### config.mk
export PLATFORM = sky130hd
export DESIGN_NAME = pbcmux_top
export DESIGN_NICKNAME = d
export VERILOG_FILES = /design/src/shared/pbcmux_pkg.sv /design/src/hw/pbcmux_top.sv
export SDC_FILE = /design/constraint.sdc
export NUM_CORES = 1
export LEC_CHECK = 0
export BUFFER_PORTS_ARGS = -buffer_cell sky130_fd_sc_hd__buf_2
export CAP_MARGIN = 10
export CORE_MARGIN = 4
export CORE_UTILIZATION = 55
export CTS_BUF_LIST = sky130_fd_sc_hd__clkbuf_4
export CTS_CLUSTER_SIZE = 8
export DETAILED_ROUTE_END_ITERATION = 12
export GPL_TIMING_DRIVEN = 0
export PLACE_DENSITY = 0.89
export SLEW_MARGIN = 25
export SYNTH_ARGS = -nofsm -noshare
export SYNTH_HDL_FRONTEND = slang
export SYNTH_SLANG_ARGS = --single-unit
### constraint.sdc
create_clock -name clk_sys -period 7.7 [get_ports clk_sys]
set_clock_uncertainty 0.15 [all_clocks]
set_input_delay 1.925 -clock clk_sys [delete_from_list [all_inputs] [get_ports clk_sys]]
set_output_delay 1.925 -clock clk_sys [all_outputs]
set_load 0.005 [all_outputs]
### src/shared/pbcmux_pkg.sv
// Constants, register map and carrier types for the port B / port C pin mux.
// Assumes an APB slave with 32-bit data; every register occupies one word.
package pbcmux_pkg;

    // ------------------------------------------------------------
    // Register byte addresses
    // ------------------------------------------------------------
    localparam logic [7:0] ADDR_B_ANSEL = 8'h00;
    localparam logic [7:0] ADDR_B_CHG = 8'h04;
    localparam logic [7:0] ADDR_B_LAT = 8'h08;
    localparam logic [7:0] ADDR_B_PIN = 8'h0C;
    localparam logic [7:0] ADDR_SLEW = 8'h10;
    localparam logic [7:0] ADDR_B_DIR = 8'h14;
    localparam logic [7:0] ADDR_B_PULL = 8'h18;
    localparam logic [7:0] ADDR_FUSES = 8'h1C;
    localparam logic [7:0] ADDR_C_DIR = 8'h20;
    localparam logic [7:0] ADDR_C_LAT = 8'h24;
    localparam logic [7:0] ADDR_C_ANSEL = 8'h28;
    localparam logic [7:0] ADDR_C_PIN = 8'h2C;
    localparam logic [7:0] ADDR_B_CHG_STAT = 8'h30;

    // ------------------------------------------------------------
    // Fuse bit positions and reset values
    // ------------------------------------------------------------
    localparam int FUSE_CAPTURE_COMPARE_2_BIT = 0;
    localparam int FUSE_T3C_BIT = 4;
    localparam int FUSE_SDO_BIT = 6;
    localparam logic [7:0] FUSE_WMASK = 8'h51;
    localparam logic [7:0] RST_FUSES = 8'h51;
    localparam logic [7:0] RST_DIR = 8'hFF;
    localparam logic [7:0] RST_B_ANSEL = 8'h3F;
    localparam logic [7:0] RST_C_ANSEL = 8'hC4;
    localparam logic [7:0] B_ANSEL_MASK = 8'h3F;
    localparam logic [7:0] C_ANSEL_MASK = 8'hC4;
    localparam logic [7:0] C_IMPL_MASK = 8'hC7;
    localparam logic [7:0] B_CHG_MASK = 8'hF0;
    localparam logic [7:0] SLEW_MASK = 8'h1F;

    // ------------------------------------------------------------
    // Carriers to and from the peripherals
    // ------------------------------------------------------------
    typedef struct packed {
        logic sdo_oe;      // SPI data out enabled
        logic sdo;
        logic sck_out;     // Serial clock as master
        logic sck_oe;
        logic sda_oe;      // I2C data pulls low when set
        logic capture_compare_2_oe;     // Compare/PWM mode
        logic capture_compare_2;
        logic [2:0] pwm_oe; // Enhanced PWM outs 2..4
        logic [2:0] pwm;
    } pbcmux_periph_t;

    typedef struct packed {
        logic usart_dir_ovr;    // Forces C6/C7 direction
        logic usart_tx_oe;
        logic usart_tx;
        logic usart_dt_oe;
        logic usart_dt;
        logic dbg_data_oe;
        logic dbg_data;
    } pbcmux_serial_t;

    typedef struct packed {
        logic ext_ext_interrupt_0;
        logic pwm_fault;
        logic sr_latch_in;
        logic sda_in;
        logic sdi;
        logic sck_in;
        logic ext_ext_interrupt_2;
        logic charge_time_edge_1;
        logic charge_time_edge_2;
        logic capture_compare_2_capture;
        logic timer1_gate;
        logic timer3_ext_clock_in;
        logic dbg_clock;
        logic dbg_data_in;
        logic usart_rx;
    } pbcmux_inputs_t;

endpackage : pbcmux_pkg

### src/hw/pbcmux_top.sv
// Pin function mux for ports B and C with an APB register file.
// Assumes pins arrive asynchronous and peripheral signals on clk_sys.
`timescale 1ns/1ps
`default_nettype none

module pbcmux_top #(
    parameter bit SMALL_PACKAGE = 1'b1
) (
    input wire logic clk_sys,
    input wire logic rst,
    input wire logic psel,
    input wire logic penable,
    input wire logic pwrite,
    input wire logic [7:0] paddr,
    input wire logic [31:0] pwdata,
    output logic [31:0] prdata,
    output logic pready,
    output logic pslverr,
    input wire pbcmux_pkg::pbcmux_periph_t periph,
    input wire pbcmux_pkg::pbcmux_serial_t serial,
    output pbcmux_pkg::pbcmux_inputs_t to_periph,
    output logic [7:0] b_analog_en,
    output logic [7:0] c_analog_en,
    output logic [3:0] b_change_pending,
    output logic [7:0] b_pullup_on,
    output logic [4:0] slew_limit,
    input wire logic [7:0] pin_b_in,
    output logic [7:0] pin_b_out,
    output logic [7:0] pin_b_oe,
    input wire logic [7:0] pin_c_in,
    output logic [7:0] pin_c_out,
    output logic [7:0] pin_c_oe
);

    // ------------------------------------------------------------
    // Registers
    // ------------------------------------------------------------
    logic [7:0] b_ansel_q, b_chg_q, b_lat_q, slew_q, b_dir_q, b_pull_q;
    logic [7:0] fuses_q, fuse_live_q, c_dir_q, c_lat_q, c_ansel_q;
    logic [7:0] b_sync1_q, b_sync2_q, c_sync1_q, c_sync2_q;
    logic [7:0] b_last_q;
    logic fuse_lock_q;
    logic wr_en, rd_en;

    assign pready = 1'b1;
    assign wr_en = psel && penable && pwrite;
    assign rd_en = psel && penable && !pwrite;

    function automatic logic addr_known(input logic [7:0] a);
        unique case (a)
            pbcmux_pkg::ADDR_B_ANSEL, pbcmux_pkg::ADDR_B_CHG, pbcmux_pkg::ADDR_B_LAT,
            pbcmux_pkg::ADDR_B_PIN, pbcmux_pkg::ADDR_SLEW, pbcmux_pkg::ADDR_B_DIR,
            pbcmux_pkg::ADDR_B_PULL, pbcmux_pkg::ADDR_FUSES, pbcmux_pkg::ADDR_C_DIR,
            pbcmux_pkg::ADDR_C_LAT, pbcmux_pkg::ADDR_C_ANSEL, pbcmux_pkg::ADDR_C_PIN,
            pbcmux_pkg::ADDR_B_CHG_STAT: addr_known = 1'b1;
            default: addr_known = 1'b0;
        endcase
    endfunction : addr_known

    assign pslverr = psel && penable && !addr_known(paddr);

    function automatic logic hit(input logic [7:0] a);
        hit = wr_en && (paddr == a);
    endfunction : hit

    // ------------------------------------------------------------
    // Pin synchronisers
    // ------------------------------------------------------------
    always_ff @(posedge clk_sys or posedge rst) begin
        if (rst) begin
            b_sync1_q <= 8'h00;
            b_sync2_q <= 8'h00;
            c_sync1_q <= 8'h00;
            c_sync2_q <= 8'h00;
        end else begin
            b_sync1_q <= pin_b_in;
            b_sync2_q <= b_sync1_q;
            c_sync1_q <= pin_c_in;
            c_sync2_q <= c_sync1_q;
        end
    end

    // ------------------------------------------------------------
    // Port B configuration
    // ------------------------------------------------------------
    always_ff @(posedge clk_sys or posedge rst) begin
        if (rst) begin
            b_ansel_q <= pbcmux_pkg::RST_B_ANSEL;
            b_chg_q <= 8'h00;
            b_lat_q <= 8'h00;
            slew_q <= 8'h00;
            b_dir_q <= pbcmux_pkg::RST_DIR;
            b_pull_q <= 8'h00;
        end else begin
            if (hit(pbcmux_pkg::ADDR_B_ANSEL)) begin
                b_ansel_q <= pwdata[7:0] & pbcmux_pkg::B_ANSEL_MASK;
            end
            if (hit(pbcmux_pkg::ADDR_B_CHG)) begin
                b_chg_q <= pwdata[7:0] & pbcmux_pkg::B_CHG_MASK;
            end
            // Writing the pin register lands in the latch
            if (hit(pbcmux_pkg::ADDR_B_LAT) || hit(pbcmux_pkg::ADDR_B_PIN)) begin
                b_lat_q <= pwdata[7:0];
            end
            if (hit(pbcmux_pkg::ADDR_SLEW)) begin
                slew_q <= pwdata[7:0] & pbcmux_pkg::SLEW_MASK;
            end
            if (hit(pbcmux_pkg::ADDR_B_DIR)) begin
                b_dir_q <= pwdata[7:0];
            end
            if (hit(pbcmux_pkg::ADDR_B_PULL)) begin
                b_pull_q <= pwdata[7:0];
            end
        end
    end

    // ------------------------------------------------------------
    // Port C configuration
    // ------------------------------------------------------------
    always_ff @(posedge clk_sys or posedge rst) begin
        if (rst) begin
            // Unimplemented port C bits read 0 even straight after reset
            c_dir_q <= pbcmux_pkg::RST_DIR & pbcmux_pkg::C_IMPL_MASK;
            c_lat_q <= 8'h00;
            c_ansel_q <= pbcmux_pkg::RST_C_ANSEL;
        end else begin
            if (hit(pbcmux_pkg::ADDR_C_DIR)) begin
                c_dir_q <= pwdata[7:0] & pbcmux_pkg::C_IMPL_MASK;
            end
            if (hit(pbcmux_pkg::ADDR_C_LAT) || hit(pbcmux_pkg::ADDR_C_PIN)) begin
                c_lat_q <= pwdata[7:0] & pbcmux_pkg::C_IMPL_MASK;
            end
            if (hit(pbcmux_pkg::ADDR_C_ANSEL)) begin
                c_ansel_q <= pwdata[7:0] & pbcmux_pkg::C_ANSEL_MASK;
            end
        end
    end

    // ------------------------------------------------------------
    // Relocation fuses
    // ------------------------------------------------------------
    // Fuses are writable once after reset, then frozen; the mux reads the
    // live copy only, which is loaded on the same edge as the fuse register.
    always_ff @(posedge clk_sys or posedge rst) begin
        if (rst) begin
            fuses_q <= pbcmux_pkg::RST_FUSES;
            fuse_live_q <= pbcmux_pkg::RST_FUSES;
            fuse_lock_q <= 1'b0;
        end else begin
            if (hit(pbcmux_pkg::ADDR_FUSES) && !fuse_lock_q) begin
                fuses_q <= pwdata[7:0] & pbcmux_pkg::FUSE_WMASK;
                fuse_live_q <= pwdata[7:0] & pbcmux_pkg::FUSE_WMASK;
                fuse_lock_q <= 1'b1;
            end
        end
    end

    logic sdo_on_b, t3_on_b, capture_compare_2_on_b;
    assign sdo_on_b = fuse_live_q[pbcmux_pkg::FUSE_SDO_BIT];
    assign t3_on_b = !fuse_live_q[pbcmux_pkg::FUSE_T3C_BIT];
    assign capture_compare_2_on_b = !fuse_live_q[pbcmux_pkg::FUSE_CAPTURE_COMPARE_2_BIT];

    // ------------------------------------------------------------
    // Digital input paths
    // ------------------------------------------------------------
    logic [7:0] b_din, c_din;
    assign b_din = b_sync2_q & ~b_ansel_q;
    assign c_din = c_sync2_q & ~c_ansel_q & pbcmux_pkg::C_IMPL_MASK;

    always_comb begin
        to_periph = '0;
        to_periph.ext_ext_interrupt_0 = b_din[0];
        to_periph.pwm_fault = b_din[0];
        to_periph.sr_latch_in = b_din[0];
        to_periph.sda_in = b_din[0];
        to_periph.sdi = b_din[0];
        to_periph.sck_in = b_din[1];
        to_periph.ext_ext_interrupt_2 = b_din[2];
        to_periph.charge_time_edge_1 = b_din[2];
        to_periph.charge_time_edge_2 = b_din[3];
        to_periph.capture_compare_2_capture = capture_compare_2_on_b ? b_din[3] : c_din[1];
        to_periph.timer1_gate = b_din[5];
        to_periph.timer3_ext_clock_in = t3_on_b ? b_din[5] : c_din[0];
        to_periph.dbg_clock = b_sync2_q[6];
        to_periph.dbg_data_in = b_sync2_q[7];
        to_periph.usart_rx = c_din[7];
    end

    // ------------------------------------------------------------
    // Port B output priority
    // ------------------------------------------------------------
    // Analog select is not consulted here: outputs drive analog pins too.
    logic [7:0] b_out_d, b_oe_d;
    always_comb begin
        b_out_d = b_lat_q;
        b_oe_d = ~b_dir_q;
        // Pin 0: I2C data is open drain, pulls low
        if (periph.sda_oe) begin
            b_out_d[0] = 1'b0;
            b_oe_d[0] = 1'b1;
        end
        // Pin 1: serial clock over PWM 3 over latch
        if (periph.sck_oe && !b_dir_q[1]) begin
            b_out_d[1] = periph.sck_out;
        end else if (SMALL_PACKAGE && periph.pwm_oe[1] && !b_dir_q[1]) begin
            b_out_d[1] = periph.pwm[1];
        end
        if (SMALL_PACKAGE && periph.pwm_oe[0] && !b_dir_q[2]) begin
            b_out_d[2] = periph.pwm[0];
        end
        // Pin 3: data out over capcomp2 over latch
        if (sdo_on_b && periph.sdo_oe && !b_dir_q[3]) begin
            b_out_d[3] = periph.sdo;
        end else if (capture_compare_2_on_b && periph.capture_compare_2_oe && !b_dir_q[3]) begin
            b_out_d[3] = periph.capture_compare_2;
        end
        if (SMALL_PACKAGE && periph.pwm_oe[2] && !b_dir_q[4]) begin
            b_out_d[4] = periph.pwm[2];
        end
        // Debug data on B7 ignores its direction bit; B6 follows its direction bit
        b_out_d[6] = b_lat_q[6];
        b_oe_d[6] = !b_dir_q[6];
        if (serial.dbg_data_oe) begin
            b_out_d[7] = serial.dbg_data;
            b_oe_d[7] = 1'b1;
        end else begin
            b_oe_d[7] = !b_dir_q[7];
        end
    end

    // ------------------------------------------------------------
    // Port C direction overrides and priority
    // ------------------------------------------------------------
    logic [7:0] c_out_d, c_oe_d, c_dir_eff;
    always_comb begin
        c_dir_eff = c_dir_q;
        if (serial.usart_dir_ovr) begin
            c_dir_eff[6] = !(serial.usart_tx_oe || serial.usart_dt_oe);
            c_dir_eff[7] = !serial.usart_dt_oe;
        end
        if (!sdo_on_b && periph.sdo_oe) begin
            c_dir_eff[7] = 1'b0;
        end
        c_out_d = c_lat_q;
        c_oe_d = ~c_dir_eff & pbcmux_pkg::C_IMPL_MASK;
        if (!capture_compare_2_on_b && periph.capture_compare_2_oe && !c_dir_q[1]) begin
            c_out_d[1] = periph.capture_compare_2;
        end
        if (serial.usart_dir_ovr && serial.usart_tx_oe) begin
            c_out_d[6] = serial.usart_tx;
        end else if (serial.usart_dir_ovr && serial.usart_dt_oe) begin
            c_out_d[6] = serial.usart_dt;
        end
        if (!sdo_on_b && periph.sdo_oe) begin
            c_out_d[7] = periph.sdo;
        end else if (serial.usart_dir_ovr && serial.usart_dt_oe) begin
            c_out_d[7] = serial.usart_dt;
        end
    end

    always_ff @(posedge clk_sys or posedge rst) begin
        if (rst) begin
            pin_b_out <= 8'h00;
            pin_b_oe <= 8'h00;
            pin_c_out <= 8'h00;
            pin_c_oe <= 8'h00;
        end else begin
            pin_b_out <= b_out_d;
            pin_b_oe <= b_oe_d;
            pin_c_out <= c_out_d;
            pin_c_oe <= c_oe_d;
        end
    end

    // ------------------------------------------------------------
    // Change detection on B4..B7
    // ------------------------------------------------------------
    // Only inputs with their enable set take part; a read of the pin
    // register refreshes the reference value.
    always_ff @(posedge clk_sys or posedge rst) begin
        if (rst) begin
            b_last_q <= 8'h00;
        end else if (rd_en && paddr == pbcmux_pkg::ADDR_B_PIN) begin
            b_last_q <= b_din;
        end
    end

    logic [7:0] b_mismatch;
    assign b_mismatch = (b_din ^ b_last_q) & b_chg_q & b_dir_q;
    assign b_change_pending = b_mismatch[7:4];

    // ------------------------------------------------------------
    // Read mux
    // ------------------------------------------------------------
    always_ff @(posedge clk_sys or posedge rst) begin
        if (rst) begin
            prdata <= 32'h0000_0000;
        end else if (psel && !penable && !pwrite) begin
            unique case (paddr)
                pbcmux_pkg::ADDR_B_ANSEL: prdata <= {24'h000000, b_ansel_q};
                pbcmux_pkg::ADDR_B_CHG: prdata <= {24'h000000, b_chg_q};
                pbcmux_pkg::ADDR_B_LAT: prdata <= {24'h000000, b_lat_q};
                pbcmux_pkg::ADDR_B_PIN: prdata <= {24'h000000, b_din};
                pbcmux_pkg::ADDR_SLEW: prdata <= {24'h000000, slew_q};
                pbcmux_pkg::ADDR_B_DIR: prdata <= {24'h000000, b_dir_q};
                pbcmux_pkg::ADDR_B_PULL: prdata <= {24'h000000, b_pull_q};
                pbcmux_pkg::ADDR_FUSES: prdata <= {24'h000000, fuses_q};
                pbcmux_pkg::ADDR_C_DIR: prdata <= {24'h000000, c_dir_q};
                pbcmux_pkg::ADDR_C_LAT: prdata <= {24'h000000, c_lat_q};
                pbcmux_pkg::ADDR_C_ANSEL: prdata <= {24'h000000, c_ansel_q};
                pbcmux_pkg::ADDR_C_PIN: prdata <= {24'h000000, c_din};
                pbcmux_pkg::ADDR_B_CHG_STAT: prdata <= {28'h0000000, b_change_pending};
                default: prdata <= 32'h0000_0000;
            endcase
        end
    end

    assign b_analog_en = b_ansel_q;
    assign c_analog_en = c_ansel_q;
    assign b_pullup_on = b_pull_q & b_dir_q;
    assign slew_limit = slew_q[4:0];

endmodule : pbcmux_top

`default_nettype wire

* Yosys cells after proc, flatten, opt, wreduce, memory -nomap -nowiden
Memory sizes are Yosys's and may differ from the RTL's.
Cells that the tools add are included.
** Word-level totals
- Memories kept :: 1
- Input bits :: 81
- Word-level logic and storage cells :: 118
- Bits in read-only memories :: 64
- Register bits :: 154
- Output and inout bits :: 114
** Memory list
- (name not given) :: words 64, bits a word 1, read ports 1, clocked after Yosys merged registers in 0, wr ports 0, RTL line pbcmux_top.sv:50 : unique case (a)
** Operators by class
- Multiplexer cells :: 21
- Reduce and logical (&&, ||, !) cells :: 53
- Eq/ne operators :: 12
- Bitwise operators :: 10
** Operators by type and width (number)
- one-hot mux 8 bit (13 select lines) :: 1
- AND 8 bit :: 5
- equality test 8 x 6 -> 1 bit (second input constant) :: 5
- logical AND 1 bit :: 33
- equality test 8 x 5 -> 1 bit (second input constant) :: 4
- 2-to-1 mux 1 bit :: 19
- equality test 8 x 4 -> 1 bit (second input constant) :: 2
- inverter 8 bit :: 2
- zero test 1 bit :: 15
- equality test 8 x 3 -> 1 bit (second input constant) :: 1
- zero test 8 bit :: 1
- inverter 6 -> 8 bit :: 1
- bitwise XOR 8 bit :: 1
- inverter 6 bit :: 1
- logical OR 1 bit :: 3
- zero test 2 bit :: 1
- 2-to-1 mux 2 bit :: 1

* Depth between registers and ports, before layout
- Depth after elaboration :: 6
- Gate-level depth with buffers :: 7
- Gate-level depth less buffers :: 5

* Worst setup path before layout
Ideal clock, no wire load.
- Path kind :: input to output
- Start :: input port paddr[3]
- End :: output port pslverr
- Setup slack :: 3.129 ns
- Path buffers :: 1
- Stages on the path :: 4
- Arrival :: 2.496 ns
- Cell sequence :: buf_2 nor2_1 o211ai_1 nor2b_1
** On the way
- Longest elaborated chain between the ends :: 4
** RTL lines
- start, declared :: RTL line pbcmux_top.sv:14 : input wire logic [7:0] paddr,
- memory read (64 x 1 bit)
- 2-to-1 mux 1 bit :: RTL line pbcmux_top.sv:50
- zero test 1 bit :: RTL line pbcmux_top.sv:60 : assign pslverr = psel && penable && !addr_known(paddr);
- logical AND 1 bit :: RTL line pbcmux_top.sv:60
- end, declared :: RTL line pbcmux_top.sv:18 : output logic pslverr,
Every way passes these cells.

* Worst setup path in the final report
- Start :: input port paddr[4]
- End :: output port pslverr
Same word-level chain as after synthesis.

==> results.ini <==
[status]
outcome = complete, no violations

[power]
powerDensity_nw_per_um2 = 177
peakVddDrop_mv = 0.137
p_leak_nw = 3.45
total_power_mw = 1.22

[sta]
fin_crit_ns = 5.03
whs_ns = 0.208
slew_headroom_pct = 30.7
setup_viol = 0
tns_ns = 0
worst_pin_slew_ns = 1.03
rsz0062_at_grt = no
worst_slack_ns = 2.67
finalCritPeriodShare_pct = 65.3
drv_slew = 0
hold_viol = 0
fmax_mhz = 199

[final_layout]
drive_above_1_share_pct = 50.2
final_nets = 719
fillerInstances = 757
n_antenna_cell = 0
seq_area_sq_um = 3030
syn2layout_area_growth_pct = 22.2
multi_input_area_sq_um = 2230

[floorplan]
core-area_sq_um = 9860
dieArea_sq_um = 11900
ios = 195
die_h_um = 109
placementRows = 36
die_w_um = 109
start_util_pct = 57.0

[critical_path]
worstPathCellList = buf_2 -> buf_4 -> nand2_1 -> o211ai_1 -> nor2b_1 -> buf_2
reg2reg_to = prdata[1]
cpMaxStageDelayCell = o211ai_1
rrSetupSlack_ns = 5.88
slowest_delay_ns = 0.30
reg2reg_depth = 5
reg2reg_from = b_analog_en[5]
end_kind = primary output
cp_data_arrival_time_ns = 2.96
worst-path-max-fanout = 10
startpoint_type = primary input
cpMostUsedCell = buf_2
crit_type = primary input to primary output
crit_required_ns = 5.62
cp-startpoint = paddr[4]

[global_routing]
grt_pass1_vias = 4240
grt_max_degree = 66
grt_overflow = 0
grt_pass1_wl_um = 21900
grt_antenna_before_repair = 0
grt_usage_pct = 25.3

[drt]
drt_iter0_drc = 180
vias = 4154
wire_per_inst_um = 18.7
dr.pass1.iters = 6
wirelength_um = 14600
ant_nets = 0
remaining_drc_errors = 0
avgViaCountPerCell = 5.30

[placement]
port_buffers = 126
place_congestion = 0.921
dp_hpwl_um = 11100
pre_cts_ws_ns = 2.65

[synth]
synthCells = 456
ys_top_cells_by_area = dfrtp_1, dfstp_2, mux2_2
yosysTopAreaCellShare_pct = 42.3
synth_ff_type = dfrtp_1
synth_area_per_cell_sq_um = 12.3
ys_warn_count = 0
synthArstFlopShare_pct = 100
synth_area_sq_um = 5620
synth-edff-count = 0
synth-seq-cells = 120
seq_area_frac_synth_pct = 53.9
ys_types = 65
yosysTopAreaCell = dfrtp_1

[clock_network]
numClockSinks = 120
cts_tree = done
clock_latency_ns = 0.54
cts_resized = 0
cts_max_level = 4
cts_buffer_depth = 2
cts_setup_buffers = 0
cts-root-buf = clkbuf_4
path_clk_slew_ns = 0.11
numCtsBuffers = 17
hold_buffers = 0

[worst_hold_path]
hold_end = b_sync2_q[6]
holdCritStartpoint = b_sync1_q[6]
min_path_cells = 0
hold_class = register to register

[job]
maxCapViolations = 0

[cell usage in the layout (no fill, tap or decap), types with 4 or more instances in the layout]
cell        count
inv_1          11
o21ai_0        19
nand2_1        31
a32oi_1         6
mux4_2          4
buf_2         131
mux2i_1        14
dfrtp_1        95
clkinv_2        4
nor2_1         12
clkbuf_1        4
and2_1          9
nand2b_1        4
clkbuf_4       17
a21oi_1         4
a22oi_1         4
mux2_2         57
a22o_1          6
clkinvlp_4      4
conb_1         38
dfstp_2        25
nand3_1         8
buf_4          54
nor2b_1        14
[critical path, delay by kind of cell]
family                 cells  cell delay [ns]
buffers and inverters      3             0.42
AND/OR/NAND/NOR            2             0.31
AO/OA/AOI/OAI              1             0.30
[area by class of cell]
type	instances	area share [%]
multi-input combinational	296	32.5
sequential	120	44.2
tap	133	2.42
clock buffer	17	1.86
buffer	64	6.54
timing repair buffer	127	9.58
clock inverter	15	2.24
inverter	12	0.728
[synth_stat cells (5+ instances only)]
master   instances
mux2i_1         14
a32oi_1          6
buf_4           54
mux2_2          57
and2_1           9
nand2_1         31
a22o_1           6
o21ai_0         19
dfrtp_1         95
buf_2            5
dfstp_2         25
inv_1           12
nor2_1          12
nor2b_1         14
nand3_1          8
[flip-flops by register name, indices dropped and copies added (netlist names)]
| signal | count |
|---|---|
| pin_c_out | 5 |
| b_analog_en | 6 |
| prdata | 8 |
| b_lat_q | 8 |
| pin_b_oe | 8 |
| pin_b_out | 8 |
| c_sync2_q | 5 |
| fuse_lock_q | 1 |
| b_sync1_q | 8 |
| c_sync1_q | 5 |
| fuse_live_q | 3 |
| c_analog_en | 3 |
| b_sync2_q | 8 |
| slew_q | 5 |
| c_dir_q | 5 |
| b_dir_q | 8 |
| pin_c_oe | 5 |
| b_chg_q | 4 |
| b_last_q | 4 |
| b_pull_q | 8 |
| c_lat_q | 5 |
[power by group]
group / switching [mW] / total (mW) / internal, mW
Clock: 0.248 / 0.440 / 0.193
Sequential: 0.00940 / 0.658 / 0.649
Combinational: 0.0653 / 0.120 / 0.0551
Total: 0.323 / 1.22 / 0.897
[per-layer routing]
layer	GRT usage (%)	part of all wire, %	vias to the layer above	routed length (um)
met3	7.34	8.3	26	1210
met4	7.48	1.6	0	238
li1	-	-	1903	-
met5	0	0	-	0
met1	30.0	39	2038	5700
met2	44.5	51	187	7470
[logic make-up (layout without fill, tap and decap cells)]
logic type,after synthesis,count (layout),share of synthesized area (%)
DFF,120,120,53.9
and+or+nand+nor,117,117,13.4
buffers and inverters,76,235,8.79
muxes,75,75,15.5
AOI/OAI and AO/OA,62,62,7.56
xor gates and xnor gates,4,4,0.623
other,2,38,0.134
[stage by stage]
step | util, % | cells | instance area, sq um
after floorplan | - | 492 | 5760
after global placement | 66.5 | 751 | 6560
after detailed placement | 66.8 | 752 | 6590
after CTS | 69.6 | 784 | 6870
after global routing | 69.6 | 784 | 6870
final | 69.6 | 784 | 6870
[worst max-delay path by stage]
stage,to,slack (ns),cells past startpoint
2_1_floorplan,b_chg_q[4],2.48,1
3_3_place_gp,c_sync1_q[6],1.33,2
3_5_place_dp,pslverr,2.65,6
4_1_cts,pslverr,2.65,6
5_1_grt,pslverr,2.57,6
6_report,pslverr,2.67,6
Note: power is estimated with default switching activity, not from simulation.
